### src/rtc_irq_pkg.sv
package rtc_irq_pkg;
  // ----------------------------------------------------------------
  // Clock and timing
  // ----------------------------------------------------------------
  localparam int unsigned CLK_PERIOD_NS = 50;
  localparam int unsigned FAST_PERIOD_NS = 977_000;
  localparam int unsigned SLOW_PERIOD_MS = 500;
  localparam int unsigned MEAS_PERIOD_MS = 1000;
  localparam int unsigned CE_HOLD_ON_MS = 2500;
  localparam int unsigned CE_HOLD_OFF_MS = 1500;
  localparam int unsigned NS_PER_MS = 1_000_000;
  localparam int unsigned FAST_HALF_CYC = FAST_PERIOD_NS / (2 * CLK_PERIOD_NS);
  localparam int unsigned SLOW_HALF_CYC = SLOW_PERIOD_MS * (NS_PER_MS / (2 * CLK_PERIOD_NS));
  localparam int unsigned MEAS_HALF_CYC = MEAS_PERIOD_MS * (NS_PER_MS / (2 * CLK_PERIOD_NS));
  localparam int unsigned CE_HOLD_ON_CYC = CE_HOLD_ON_MS * (NS_PER_MS / CLK_PERIOD_NS);
  localparam int unsigned CE_HOLD_OFF_CYC = CE_HOLD_OFF_MS * (NS_PER_MS / CLK_PERIOD_NS);

  // ----------------------------------------------------------------
  // Interrupt cycle select field
  // ----------------------------------------------------------------
  localparam int unsigned CYCLE_W = 4;
  localparam int unsigned LEVEL_MODE_BIT = 3;
  localparam logic [3:0] CYCLE_RESET = 4'h0;
  localparam logic [1:0] PULSE_OFF = 2'h0;
  localparam logic [1:0] PULSE_ON = 2'h1;
  localparam logic [1:0] PULSE_FAST = 2'h2;
  localparam logic [1:0] PULSE_SLOW = 2'h3;
  localparam logic [2:0] LEVEL_SEC = 3'h0;
  localparam logic [2:0] LEVEL_10SEC = 3'h1;
  localparam logic [2:0] LEVEL_MIN = 3'h2;
  localparam logic [2:0] LEVEL_10MIN = 3'h3;
  localparam logic [2:0] LEVEL_HOUR = 3'h4;
  localparam logic [2:0] LEVEL_DAY = 3'h5;
  localparam logic [2:0] LEVEL_WEEK = 3'h6;
  localparam logic [2:0] LEVEL_MONTH = 3'h7;

  // ----------------------------------------------------------------
  // Calendar field widths (BCD)
  // ----------------------------------------------------------------
  localparam int unsigned WDAY_W = 3;
  localparam int unsigned HOUR_W = 6;
  localparam int unsigned MIN_W = 7;
  localparam int unsigned SEC_W = 7;
  localparam int unsigned DAY_W = 6;
  localparam logic [5:0] FIRST_DAY = 6'h01;
endpackage

### src/wave_if.sv
`timescale 1ns/1ps
interface wave_if;
  logic clk;
  logic rst;
  logic run;
  logic wave;
  modport gen (input clk, input rst, input run, output wave);
  modport user (output clk, output rst, output run, input wave);
endinterface

### src/half_period_gen.sv
`timescale 1ns/1ps
module half_period_gen
  import rtc_irq_pkg::*;
#(
  parameter int unsigned HALF_CYCLES = 2
)
(
  wave_if.gen w
);
  logic [31:0] count;

  // ----------------------------------------------------------------
  // Square wave, low while stopped so each start begins on a full half
  // ----------------------------------------------------------------
  always_ff @(posedge w.clk)
  begin
    if (w.rst || !w.run)
    begin
      count <= 32'h0000_0000;
      w.wave <= 1'b0;
    end
    else if (count == HALF_CYCLES - 1)
    begin
      count <= 32'h0000_0000;
      w.wave <= ~w.wave;
    end
    else
    begin
      count <= count + 32'h0000_0001;
    end
  end
endmodule // half_period_gen

### src/rtc_irq_top.sv
`timescale 1ns/1ps
// Summary of operation
// - Alarm weekday, hour and minute equal to calendar pulls the interrupt low.
// - A programmed periodic cycle pulls the interrupt low each period.
// - Suppress bit at 1 keeps alarm matches off the interrupt pin.
// - Both interrupt sources work regardless of chip select level.
// - Alarm output depends jointly on alarm enable and alarm flag.
// - Alarm flag reads 1 while the alarm drives the pin low.
// - Top cycle bit picks pulse mode at 0, level mode at 1.
// - Pulse mode ignores bit 2; 00 releases, 01 holds low.
// - Pulse mode 10 toggles at 0.977 ms period, 11 at 0.5 s period.
// - Level codes: each second, ten seconds, minute, ten minutes.
// - Level codes: hourly, daily midnight, weekly weekday zero, monthly day one.
// - In pulse mode periodic flag mirrors output and ignores writes.
// - In level mode writing periodic flag 1 forces low, 0 releases.
// - Chip select held high 2.5 s gives 1 Hz pulses on the pin.
// - Chip select high under 1.5 s gives no measurement pulse.
module rtc_irq_top
  import rtc_irq_pkg::*;
#(
  parameter int unsigned FAST_HALF = FAST_HALF_CYC,
  parameter int unsigned SLOW_HALF = SLOW_HALF_CYC,
  parameter int unsigned MEAS_HALF = MEAS_HALF_CYC,
  parameter int unsigned CE_HOLD_ON = CE_HOLD_ON_CYC
)
(
  input wire logic CLK_I,
  input wire logic RESET_I,
  input wire logic CE_I,
  input wire logic SEC_TICK_I,
  input wire logic [WDAY_W-1:0] CAL_WEEKDAY_I,
  input wire logic [HOUR_W-1:0] CAL_HOUR_I,
  input wire logic [MIN_W-1:0] CAL_MINUTE_I,
  input wire logic [SEC_W-1:0] CAL_SECOND_I,
  input wire logic [DAY_W-1:0] CAL_DAY_I,
  input wire logic [WDAY_W-1:0] ALARM_WEEKDAY_I,
  input wire logic [HOUR_W-1:0] ALARM_HOUR_I,
  input wire logic [MIN_W-1:0] ALARM_MINUTE_I,
  input wire logic ALARM_ENABLE_I,
  input wire logic ALARM_OUTPUT_SUPPRESS_I,
  input wire logic [CYCLE_W-1:0] CYCLE_WDATA_I,
  input wire logic CYCLE_WR_I,
  input wire logic ALARM_FLAG_WR_I,
  input wire logic ALARM_FLAG_WDATA_I,
  input wire logic PERIODIC_FLAG_WR_I,
  input wire logic PERIODIC_FLAG_WDATA_I,
  output logic [CYCLE_W-1:0] INTERRUPT_CYCLE_SELECT_O,
  output logic ALARM_HIT_FLAG_O,
  output logic PERIODIC_HIT_FLAG_O,
  output logic IRQ_OUT_N_O,
  output logic IRQ_OE_O
);
  logic [CYCLE_W-1:0] interrupt_cycle_select;
  logic ce_meta;
  logic ce_sync;
  logic [31:0] ce_hold_count;
  logic meas_on;
  logic alarm_match;
  logic alarm_match_d;
  logic alarm_hit_flag;
  logic periodic_hit_flag;
  logic periodic_level_mode_sel;
  logic [1:0] pulse_code;
  logic pulse_out;
  logic level_boundary;
  logic alarm_req;
  logic periodic_req;
  logic next_irq;

  wave_if fast_w ();
  wave_if slow_w ();
  wave_if meas_w ();

  // ----------------------------------------------------------------
  // Period boundary decode
  // ----------------------------------------------------------------
  function automatic logic period_hit(input logic [2:0] sel, input logic [SEC_W-1:0] sec,
                                      input logic [MIN_W-1:0] mins, input logic [HOUR_W-1:0] hr,
                                      input logic [WDAY_W-1:0] wday, input logic [DAY_W-1:0] day);
    logic s0;
    logic m0;
    logic h0;
    s0 = (sec == '0);
    m0 = (mins == '0);
    h0 = (hr == '0);
    case (sel)
      LEVEL_SEC: period_hit = 1'b1;
      LEVEL_10SEC: period_hit = (sec[3:0] == 4'h0);
      LEVEL_MIN: period_hit = s0;
      LEVEL_10MIN: period_hit = s0 && (mins[3:0] == 4'h0);
      LEVEL_HOUR: period_hit = s0 && m0;
      LEVEL_DAY: period_hit = s0 && m0 && h0;
      LEVEL_WEEK: period_hit = s0 && m0 && h0 && (wday == '0);
      LEVEL_MONTH: period_hit = s0 && m0 && h0 && (day == FIRST_DAY);
      default: period_hit = 1'b0;
    endcase
  endfunction

  // ----------------------------------------------------------------
  // Cycle select register
  // ----------------------------------------------------------------
  always_ff @(posedge CLK_I)
  begin
    if (RESET_I)
      interrupt_cycle_select <= CYCLE_RESET;
    else if (CYCLE_WR_I)
      interrupt_cycle_select <= CYCLE_WDATA_I;
  end

  assign periodic_level_mode_sel = interrupt_cycle_select[LEVEL_MODE_BIT];
  assign pulse_code = interrupt_cycle_select[1:0];

  // ----------------------------------------------------------------
  // Chip select hold timer
  // ----------------------------------------------------------------
  // Chip select is a pin: two flops before use
  always_ff @(posedge CLK_I)
  begin
    if (RESET_I)
    begin
      ce_meta <= 1'b0;
      ce_sync <= 1'b0;
    end
    else
    begin
      ce_meta <= CE_I;
      ce_sync <= ce_meta;
    end
  end

  // Any drop of chip select restarts the hold, so short holds never emit
  always_ff @(posedge CLK_I)
  begin
    if (RESET_I || !ce_sync)
    begin
      ce_hold_count <= 32'h0000_0000;
      meas_on <= 1'b0;
    end
    else if (ce_hold_count < CE_HOLD_ON - 1)
      ce_hold_count <= ce_hold_count + 32'h0000_0001;
    else
      meas_on <= 1'b1;
  end

  // ----------------------------------------------------------------
  // Wave generators
  // ----------------------------------------------------------------
  assign fast_w.clk = CLK_I;
  assign fast_w.rst = RESET_I;
  assign fast_w.run = !periodic_level_mode_sel && (pulse_code == PULSE_FAST);
  assign slow_w.clk = CLK_I;
  assign slow_w.rst = RESET_I;
  assign slow_w.run = !periodic_level_mode_sel && (pulse_code == PULSE_SLOW);
  assign meas_w.clk = CLK_I;
  assign meas_w.rst = RESET_I;
  assign meas_w.run = meas_on;

  half_period_gen #(.HALF_CYCLES(FAST_HALF)) u_fast (.w(fast_w));
  half_period_gen #(.HALF_CYCLES(SLOW_HALF)) u_slow (.w(slow_w));
  half_period_gen #(.HALF_CYCLES(MEAS_HALF)) u_meas (.w(meas_w));

  always_comb
  begin
    case (pulse_code)
      PULSE_OFF: pulse_out = 1'b0;
      PULSE_ON: pulse_out = 1'b1;
      PULSE_FAST: pulse_out = fast_w.wave;
      PULSE_SLOW: pulse_out = slow_w.wave;
      default: pulse_out = 1'b0;
    endcase
  end

  // ----------------------------------------------------------------
  // Alarm source
  // ----------------------------------------------------------------
  assign alarm_match = (ALARM_WEEKDAY_I == CAL_WEEKDAY_I) && (ALARM_HOUR_I == CAL_HOUR_I)
                       && (ALARM_MINUTE_I == CAL_MINUTE_I);

  // Edge of the match, so a match standing when enable rises is not taken
  always_ff @(posedge CLK_I)
  begin
    if (RESET_I)
      alarm_match_d <= 1'b0;
    else
      alarm_match_d <= alarm_match;
  end

  // Set wins over a clearing write in the same cycle
  always_ff @(posedge CLK_I)
  begin
    if (RESET_I)
      alarm_hit_flag <= 1'b0;
    else if (ALARM_ENABLE_I && alarm_match && !alarm_match_d)
      alarm_hit_flag <= 1'b1;
    else if (ALARM_FLAG_WR_I)
      alarm_hit_flag <= ALARM_FLAG_WDATA_I;
  end

  assign alarm_req = ALARM_ENABLE_I && alarm_hit_flag && !ALARM_OUTPUT_SUPPRESS_I;

  // ----------------------------------------------------------------
  // Periodic source
  // ----------------------------------------------------------------
  assign level_boundary = SEC_TICK_I && period_hit(interrupt_cycle_select[2:0], CAL_SECOND_I,
                          CAL_MINUTE_I, CAL_HOUR_I, CAL_WEEKDAY_I, CAL_DAY_I);

  always_ff @(posedge CLK_I)
  begin
    if (RESET_I)
      periodic_hit_flag <= 1'b0;
    else if (!periodic_level_mode_sel)
      periodic_hit_flag <= pulse_out;
    else if (level_boundary)
      periodic_hit_flag <= 1'b1;
    else if (PERIODIC_FLAG_WR_I)
      periodic_hit_flag <= PERIODIC_FLAG_WDATA_I;
  end

  assign periodic_req = periodic_level_mode_sel ? periodic_hit_flag : pulse_out;
  assign next_irq = alarm_req || periodic_req || (meas_on && meas_w.wave);

  // ----------------------------------------------------------------
  // Registered outputs
  // ----------------------------------------------------------------
  always_ff @(posedge CLK_I)
  begin
    if (RESET_I)
    begin
      IRQ_OUT_N_O <= 1'b1;
      IRQ_OE_O <= 1'b0;
      ALARM_HIT_FLAG_O <= 1'b0;
      PERIODIC_HIT_FLAG_O <= 1'b0;
      INTERRUPT_CYCLE_SELECT_O <= CYCLE_RESET;
    end
    else
    begin
      IRQ_OUT_N_O <= !next_irq;
      IRQ_OE_O <= next_irq;
      ALARM_HIT_FLAG_O <= alarm_hit_flag && ALARM_ENABLE_I;
      PERIODIC_HIT_FLAG_O <= periodic_hit_flag;
      INTERRUPT_CYCLE_SELECT_O <= interrupt_cycle_select;
    end
  end
endmodule // rtc_irq_top

### config.mk
export PLATFORM = sky130hd
export DESIGN_NAME = rtc_irq_top
export DESIGN_NICKNAME = d
export VERILOG_FILES = /design/src/rtc_irq_pkg.sv /design/src/wave_if.sv /design/src/half_period_gen.sv /design/src/rtc_irq_top.sv
export SDC_FILE = /design/constraint.sdc
export NUM_CORES = 1
export LEC_CHECK = 0
export ABC_AREA = 1
export ABC_CLOCK_PERIOD_IN_PS = 3300
export BUFFER_PORTS_ARGS = -buffer_cell sky130_fd_sc_hd__buf_2
export CAP_MARGIN = 25
export CORE_ASPECT_RATIO = 1.25
export CORE_MARGIN = 3
export CORE_UTILIZATION = 35
export CTS_BUF_LIST = sky130_fd_sc_hd__clkbuf_8
export DETAILED_ROUTE_END_ITERATION = 16
export PLACE_DENSITY_LB_ADDON = 0.05
export SYNTH_ARGS = -nofsm -noshare
export SYNTH_HDL_FRONTEND = slang
export SYNTH_SLANG_ARGS = --single-unit
### constraint.sdc
create_clock -name CLK_I -period 3.3 [get_ports CLK_I]
set_clock_uncertainty 0.2 [all_clocks]
set_input_delay 0.66 -clock CLK_I [delete_from_list [all_inputs] [get_ports CLK_I]]
set_output_delay 0.66 -clock CLK_I [all_outputs]
set_load 0.02 [all_outputs]
==> results of run 1 <==
## cell families after synthesis
logic type / count (synthesis) / synth area share [%]
simple gates: 829 / 42.9
buf+inv: 167 / 8.27
flops: 149 / 35.8
compound gates: 121 / 7.80
xor+xnor: 43 / 4.52
fa+ha+maj: 5 / 0.750
## sequential cells by signal (all words and copies together) (netlist names), 4 cells and up
| register | count |
|---|---|
| ce_hold_count | 32 |
| u_fast.count | 32 |
| u_meas.count | 32 |
| u_slow.count | 32 |
| INTERRUPT_CYCLE_SELECT_O | 4 |
| interrupt_cycle_select | 4 |
## layout by cell type, fill, tap and decap left out
cell type	synthesis	routed
nand2_4	2	2
nor3b_1	2	2
clkbuf_8	0	19
or2_2	14	14
nand2_2	4	4
o2111ai_1	1	1
nand2_1	399	399
clkinvlp_4	0	4
nand3b_1	12	12
nand3_1	71	71
xor2_1	30	30
clkinv_4	0	1
inv_1	143	144
a31oi_1	1	1
o21ai_0	23	23
a21boi_0	1	1
nor2_1	220	220
o22ai_1	4	4
nor3_2	2	2
inv_2	6	6
xnor2_1	13	13
a21oi_1	82	82
a21oi_2	8	8
nor3_1	52	52
bufinv_16	0	3
buf_2	5	67
inv_6	0	1
nor2_4	7	7
dfxtp_1	149	149
buf_4	3	3
nand3_2	3	3
and3_1	2	2
or2_0	1	1
ha_1	5	5
clkinv_2	0	3
nand3_4	1	1
nor2_2	6	6
nand4_1	30	30
o31ai_1	1	1
nor4_1	1	1
## worst reg2reg max path: stages (launching register included)
cell,delay [ns]
dfxtp_1,0.44
ha_1,0.20
nand2_1,0.08
nor2_2,0.18
nand2_1,0.08
nor3_1,0.19
nand2_1,0.11
nand2_1,0.36
buf_4,0.35
nor2_1,0.08
## layout make-up
cell class                      instances  area share, %
Inverter                              149           5.99
Clock inverter                         13           1.67
Sequential cell                       149           31.9
Multi-Input combinational cell        998           49.9
Tap cell                              288           3.86
Timing Repair Buffer                   70           3.83
Clock buffer                           19           2.80
## path summary, 6_finish.rpt
path	to	from
setup / recovery	u_slow.count[16]	u_slow.count[0]
setup reg to reg	u_slow.count[16]	u_slow.count[0]
hold / removal	ce_sync	ce_meta
hold reg to reg	ce_sync	ce_meta
## per-stage QoR
step	power [uW]	setup WS (ns)	instance area (um2)	utilization [%]
after floorplan	1920	1.47	8340	-
after global routing	3630	0.664	9340	40.3
after CTS	3540	0.868	9340	40.3
after detailed placement	2000	0.876	8930	38.5
final	3480	0.921	9340	40.3
after global placement	2000	0.920	8930	38.5
## power breakdown
| part | switching, uW | internal (uW) |
|---|---|---|
| registers | 8.79 | 1810 |
| clock network | 740 | 784 |
| logic | 82.5 | 53.4 |
| total | 831 | 2650 |
## metal layers
metal	wire length, um	GRT usage (%)	vias to the layer above	part of all wire, %
li1	-	-	4313	-
met5	0	0	-	0
met4	662	7.42	0	2.8
met2	11300	31.3	144	48
met1	11100	25.0	3670	47
met3	697	2.74	41	2.9
==> qor.csv, run 1 <==
metric,value,unit
ys.flop_type,dfxtp_1,
cp.depth,9,
cpMostUsedCell,nand2_1,
crit_chain,ha_1 > nand2_1 > nor2_2 > nand2_1 > nor3_1 > nand2_1 > nand2_1 > buf_4 > nor2_1,
dp.cells,1654,
rsz0062_at_grt,no,
regArea,0.00298,mm2
stdcell_count,1686,
synth_commonest_cells,"nand2_1 (399), nor2_1 (220), dfxtp_1 (149)",
ioPinCount,68,
synth_area_leaders,"dfxtp_1 (36%), nand2_1 (18%), nor2_1 (9.9%)",
area_growth,12.1,%
syn-num-nets,1379,
finalMaxSlewViolations,0,
ys_warn_count,0,
synthArstFlopShare,0,%
period_share,72.1,%
cts-hold-fix-buffers,0,
fp.dieH,179,um
port_buffers,67,
worst_slew_pin_slew,0.643,ns
cts_buffers,17,
dieArea,0.0257,mm2
clkTransAtPathRegs,0.08,ns
period_needed,2.38,ns
fillCellCount,2551,
yosysTopAreaCell,dfxtp_1,
drt_iter0_drc,499,
synth-edff-count,0,
cp.arrival,2.51,ns
ys_types,36,
holdWs,0.208,ns
timing_hold_violations_final,0,
seq_area_frac_synth,35.8,%
multi_input_area,0.00467,mm2
rows,62,
htreeDepth,4,
syn_area,0.00834,mm2
setup_violations,0,
reg2regPathDepth,9,
initial_core_util,35.9,%
max_cap_violations,0,
grt.overflow.total,0,
critPathMaxFanout,20,
root_buffer,clkbuf_8,
rrSetupSlack,0.92,ns
synth_top_area_share,35.8,%
cpPeakStageDelay,0.44,ns
routabilityCongestion,0.883,
insertion_delay,0.46,ns
min_path_type,register to register,
drc,0,
leakagePower,0.00303,uW
maxSlewHeadroom,57.0,%
endpoint_kind,register,
antenna_found_initial,0,
grt_pass1_wl,38800,um
drt.antenna.violating_nets,0,
postSynthRegisterBits,149,
outcome,finished clean,
fin_tns_setup,0,ns
nets,1450,
path_buf_inv,1,
path_delay_family,simple AND/OR/NAND/NOR gates,
drive_gt1_share,11.0,%
clock-sinks,149,
worstSetupPathType,register to register,
die_w,144,um
cts_tree,built,
timing.fmax,420,MHz
synth.most_common_cell,nand2_1,
startpoint_type,register,
grt_pass1_vias,7773,
dr_total_vias,8168,
p_per_area,372,mW/mm2
cts_buffer_depth,2,
track_usage,19.0,%
dp_hpwl,18700,um
min_path_cells,2,
ctsResizeCount,0,
routed_wl,23900,um
synth.avg_cell_area,6.35,um2
routedWlPerCell,14.1,um
coreArea,0.0232,mm2
diodes,0,
grt_max_degree,33,
synth_cells,1314,
crit_slowest_cell,dfxtp_1,
max-vdd-ir-drop,0.232,mV
crit_required,3.43,ns
post_cts_buffers,0,
dr.pass1.iters,7,
viasPerCell,4.84,
Note: power is estimated with default switching activity, not from simulation.
==> run 2, diff against run 1 <==
ABC_CLOCK_PERIOD_IN_PS = 2100   (was 3300)
clock period = 2.1 ns   (was 3.3 ns; I/O delays follow)
==> run 2 against run 1 <==
  * Critical path depth stayed put
  * Die area stayed put
  * Non-clock buffer count is 27 higher
  * Clock power is 50% higher
  * Sequential power is 57% higher
  * Register-to-register slack worse by 0.76 ns
  * Cell count is 1.6% higher
  * Critical endpoint is now u_meas.count[12]
  * Largest power group unchanged
==> qor.csv, run 2 (synthesis gave the netlist of run 1 again) <==
metric,value,unit
reg2regPathDepth,9,
power.total,5360,uW
dp.cells,1679,
finalMaxSlewViolations,0,
regArea,0.00298,mm2
setup_violations,0,
timing.fmax,516,MHz
startpoint_type,register,
fillCellCount,2567,
dp_hpwl,19000,um
viasPerCell,4.80,
ioPinCount,68,
leakagePower,0.00318,uW
coreArea,0.0232,mm2
area_growth,15.3,%
final_util,41.4,%
final_common_cell,nand2_1,
worstSetupPathType,register to register,
grt_max_degree,33,
cts_buffers,17,
routedWlPerCell,13.9,um
drc,0,
insertion_delay,0.46,ns
initial_core_util,35.9,%
crit_end,u_meas.count[12],
routabilityCongestion,0.875,
period_needed,1.94,ns
final_cell_mix,"nand2_1 (398), nor2_1 (218), dfxtp_1 (149)",
drive_gt1_share,13.1,%
period_share,92.3,%
grt.overflow.total,0,
min_path_type,input port to register,
multi_input_area,0.00470,mm2
rows,62,
cts_tree,built,
worst_slew_pin_slew,0.576,ns
cp.arrival,2.07,ns
fin_tns_setup,0,ns
clkTransAtPathRegs,0.09,ns
endpoint_kind,register,
dr_total_vias,8217,
diodes,0,
r2r_end,u_meas.count[12],
rrSetupSlack,0.16,ns
rsz0062_at_grt,no,
cts-hold-fix-buffers,0,
die_w,144,um
max-vdd-ir-drop,0.359,mV
critPathLaunch,u_meas.count[1],
p_per_area,558,mW/mm2
maxSlewHeadroom,61.2,%
clock-sinks,149,
grt_pass1_wl,38500,um
outcome,finished clean,
drt.antenna.violating_nets,0,
antenna_found_initial,0,
port_buffers,67,
routed_wl,23900,um
grt_pass1_vias,7892,
max_cap_violations,0,
cts_buffer_depth,2,
timing_hold_violations_final,0,
fp.dieH,179,um
critPathMaxFanout,17,
crit_required,2.23,ns
dr.pass1.iters,4,
drt_iter0_drc,480,
track_usage,18.9,%
nets,1477,
htreeDepth,4,
dieArea,0.0257,mm2
r2r_start,u_meas.count[1],
stdcell_count,1713,
root_buffer,clkbuf_8,
-- run 2: through the flow --
| stage | setup WS, ns | instance area (um2) | hold slack (ns) |
|---|---|---|---|
| after detailed placement | 0.0798 | 9160 | 0.201 |
| after global routing | 0.000538 | 9610 | 0.0111 |
| after CTS | 0.0424 | 9560 | 0.00111 |
| after floorplan | 0.273 | 8340 | 0.188 |
| final | 0.161 | 9610 | 0.0300 |
| after global placement | 0.0693 | 9160 | 0.191 |
-- run 2: worst max-delay path, stage by stage, from the launching register on --
cell	delay, ns
dfxtp_1	0.37
ha_2	0.22
nand2_2	0.08
nor2_4	0.19
nand2_4	0.09
nor3_2	0.19
nand3_2	0.15
nand2_4	0.14
buf_12	0.15
a21oi_1	0.04
-- run 2: worst min-delay path by stage --
| stage | start | end | slack (ns) | depth (start not counted) |
|---|---|---|---|---|
| after global routing | CE_I | ce_meta | 0.01 | 3 |
| after global placement | ce_meta | ce_sync | 0.19 | 2 |
| after detailed placement | ce_meta | ce_sync | 0.20 | 2 |
| after CTS | CE_I | ce_meta | 0.001 | 3 |
| final | RESET_I | INTERRUPT_CYCLE_SELECT_O[2] | 0.03 | 2 |
| after floorplan | ce_meta | ce_sync | 0.19 | 2 |
-- run 2: area by class of cell --
cell class,count,area share (%)
clock buffer,19,2.72
clock inverter,13,1.38
inverter,149,5.82
multi-input combinational,998,48.9
sequential,149,31.0
tap,288,3.75
timing repair buffer,97,6.39
-- run 2: what timing repair did --
| item | in CTS | in global routing |
|---|---|---|
| buffers inserted | 0 | 2 |
| resized for setup | 0 | 10 |
| setup endpoints to repair | 0 | 78 |
-- run 2: layer usage --
layer | track usage (%) | wire, um
met5 | 0 | 0
met4 | 6.08 | 480
met3 | 3.14 | 519
met2 | 32.6 | 11700
met1 | 23.8 | 11200
-- run 2: report_power, final --
group	internal (uW)	switching [uW]
clock	1110	1170
sequential	2840	14.2
combinational	92.3	130
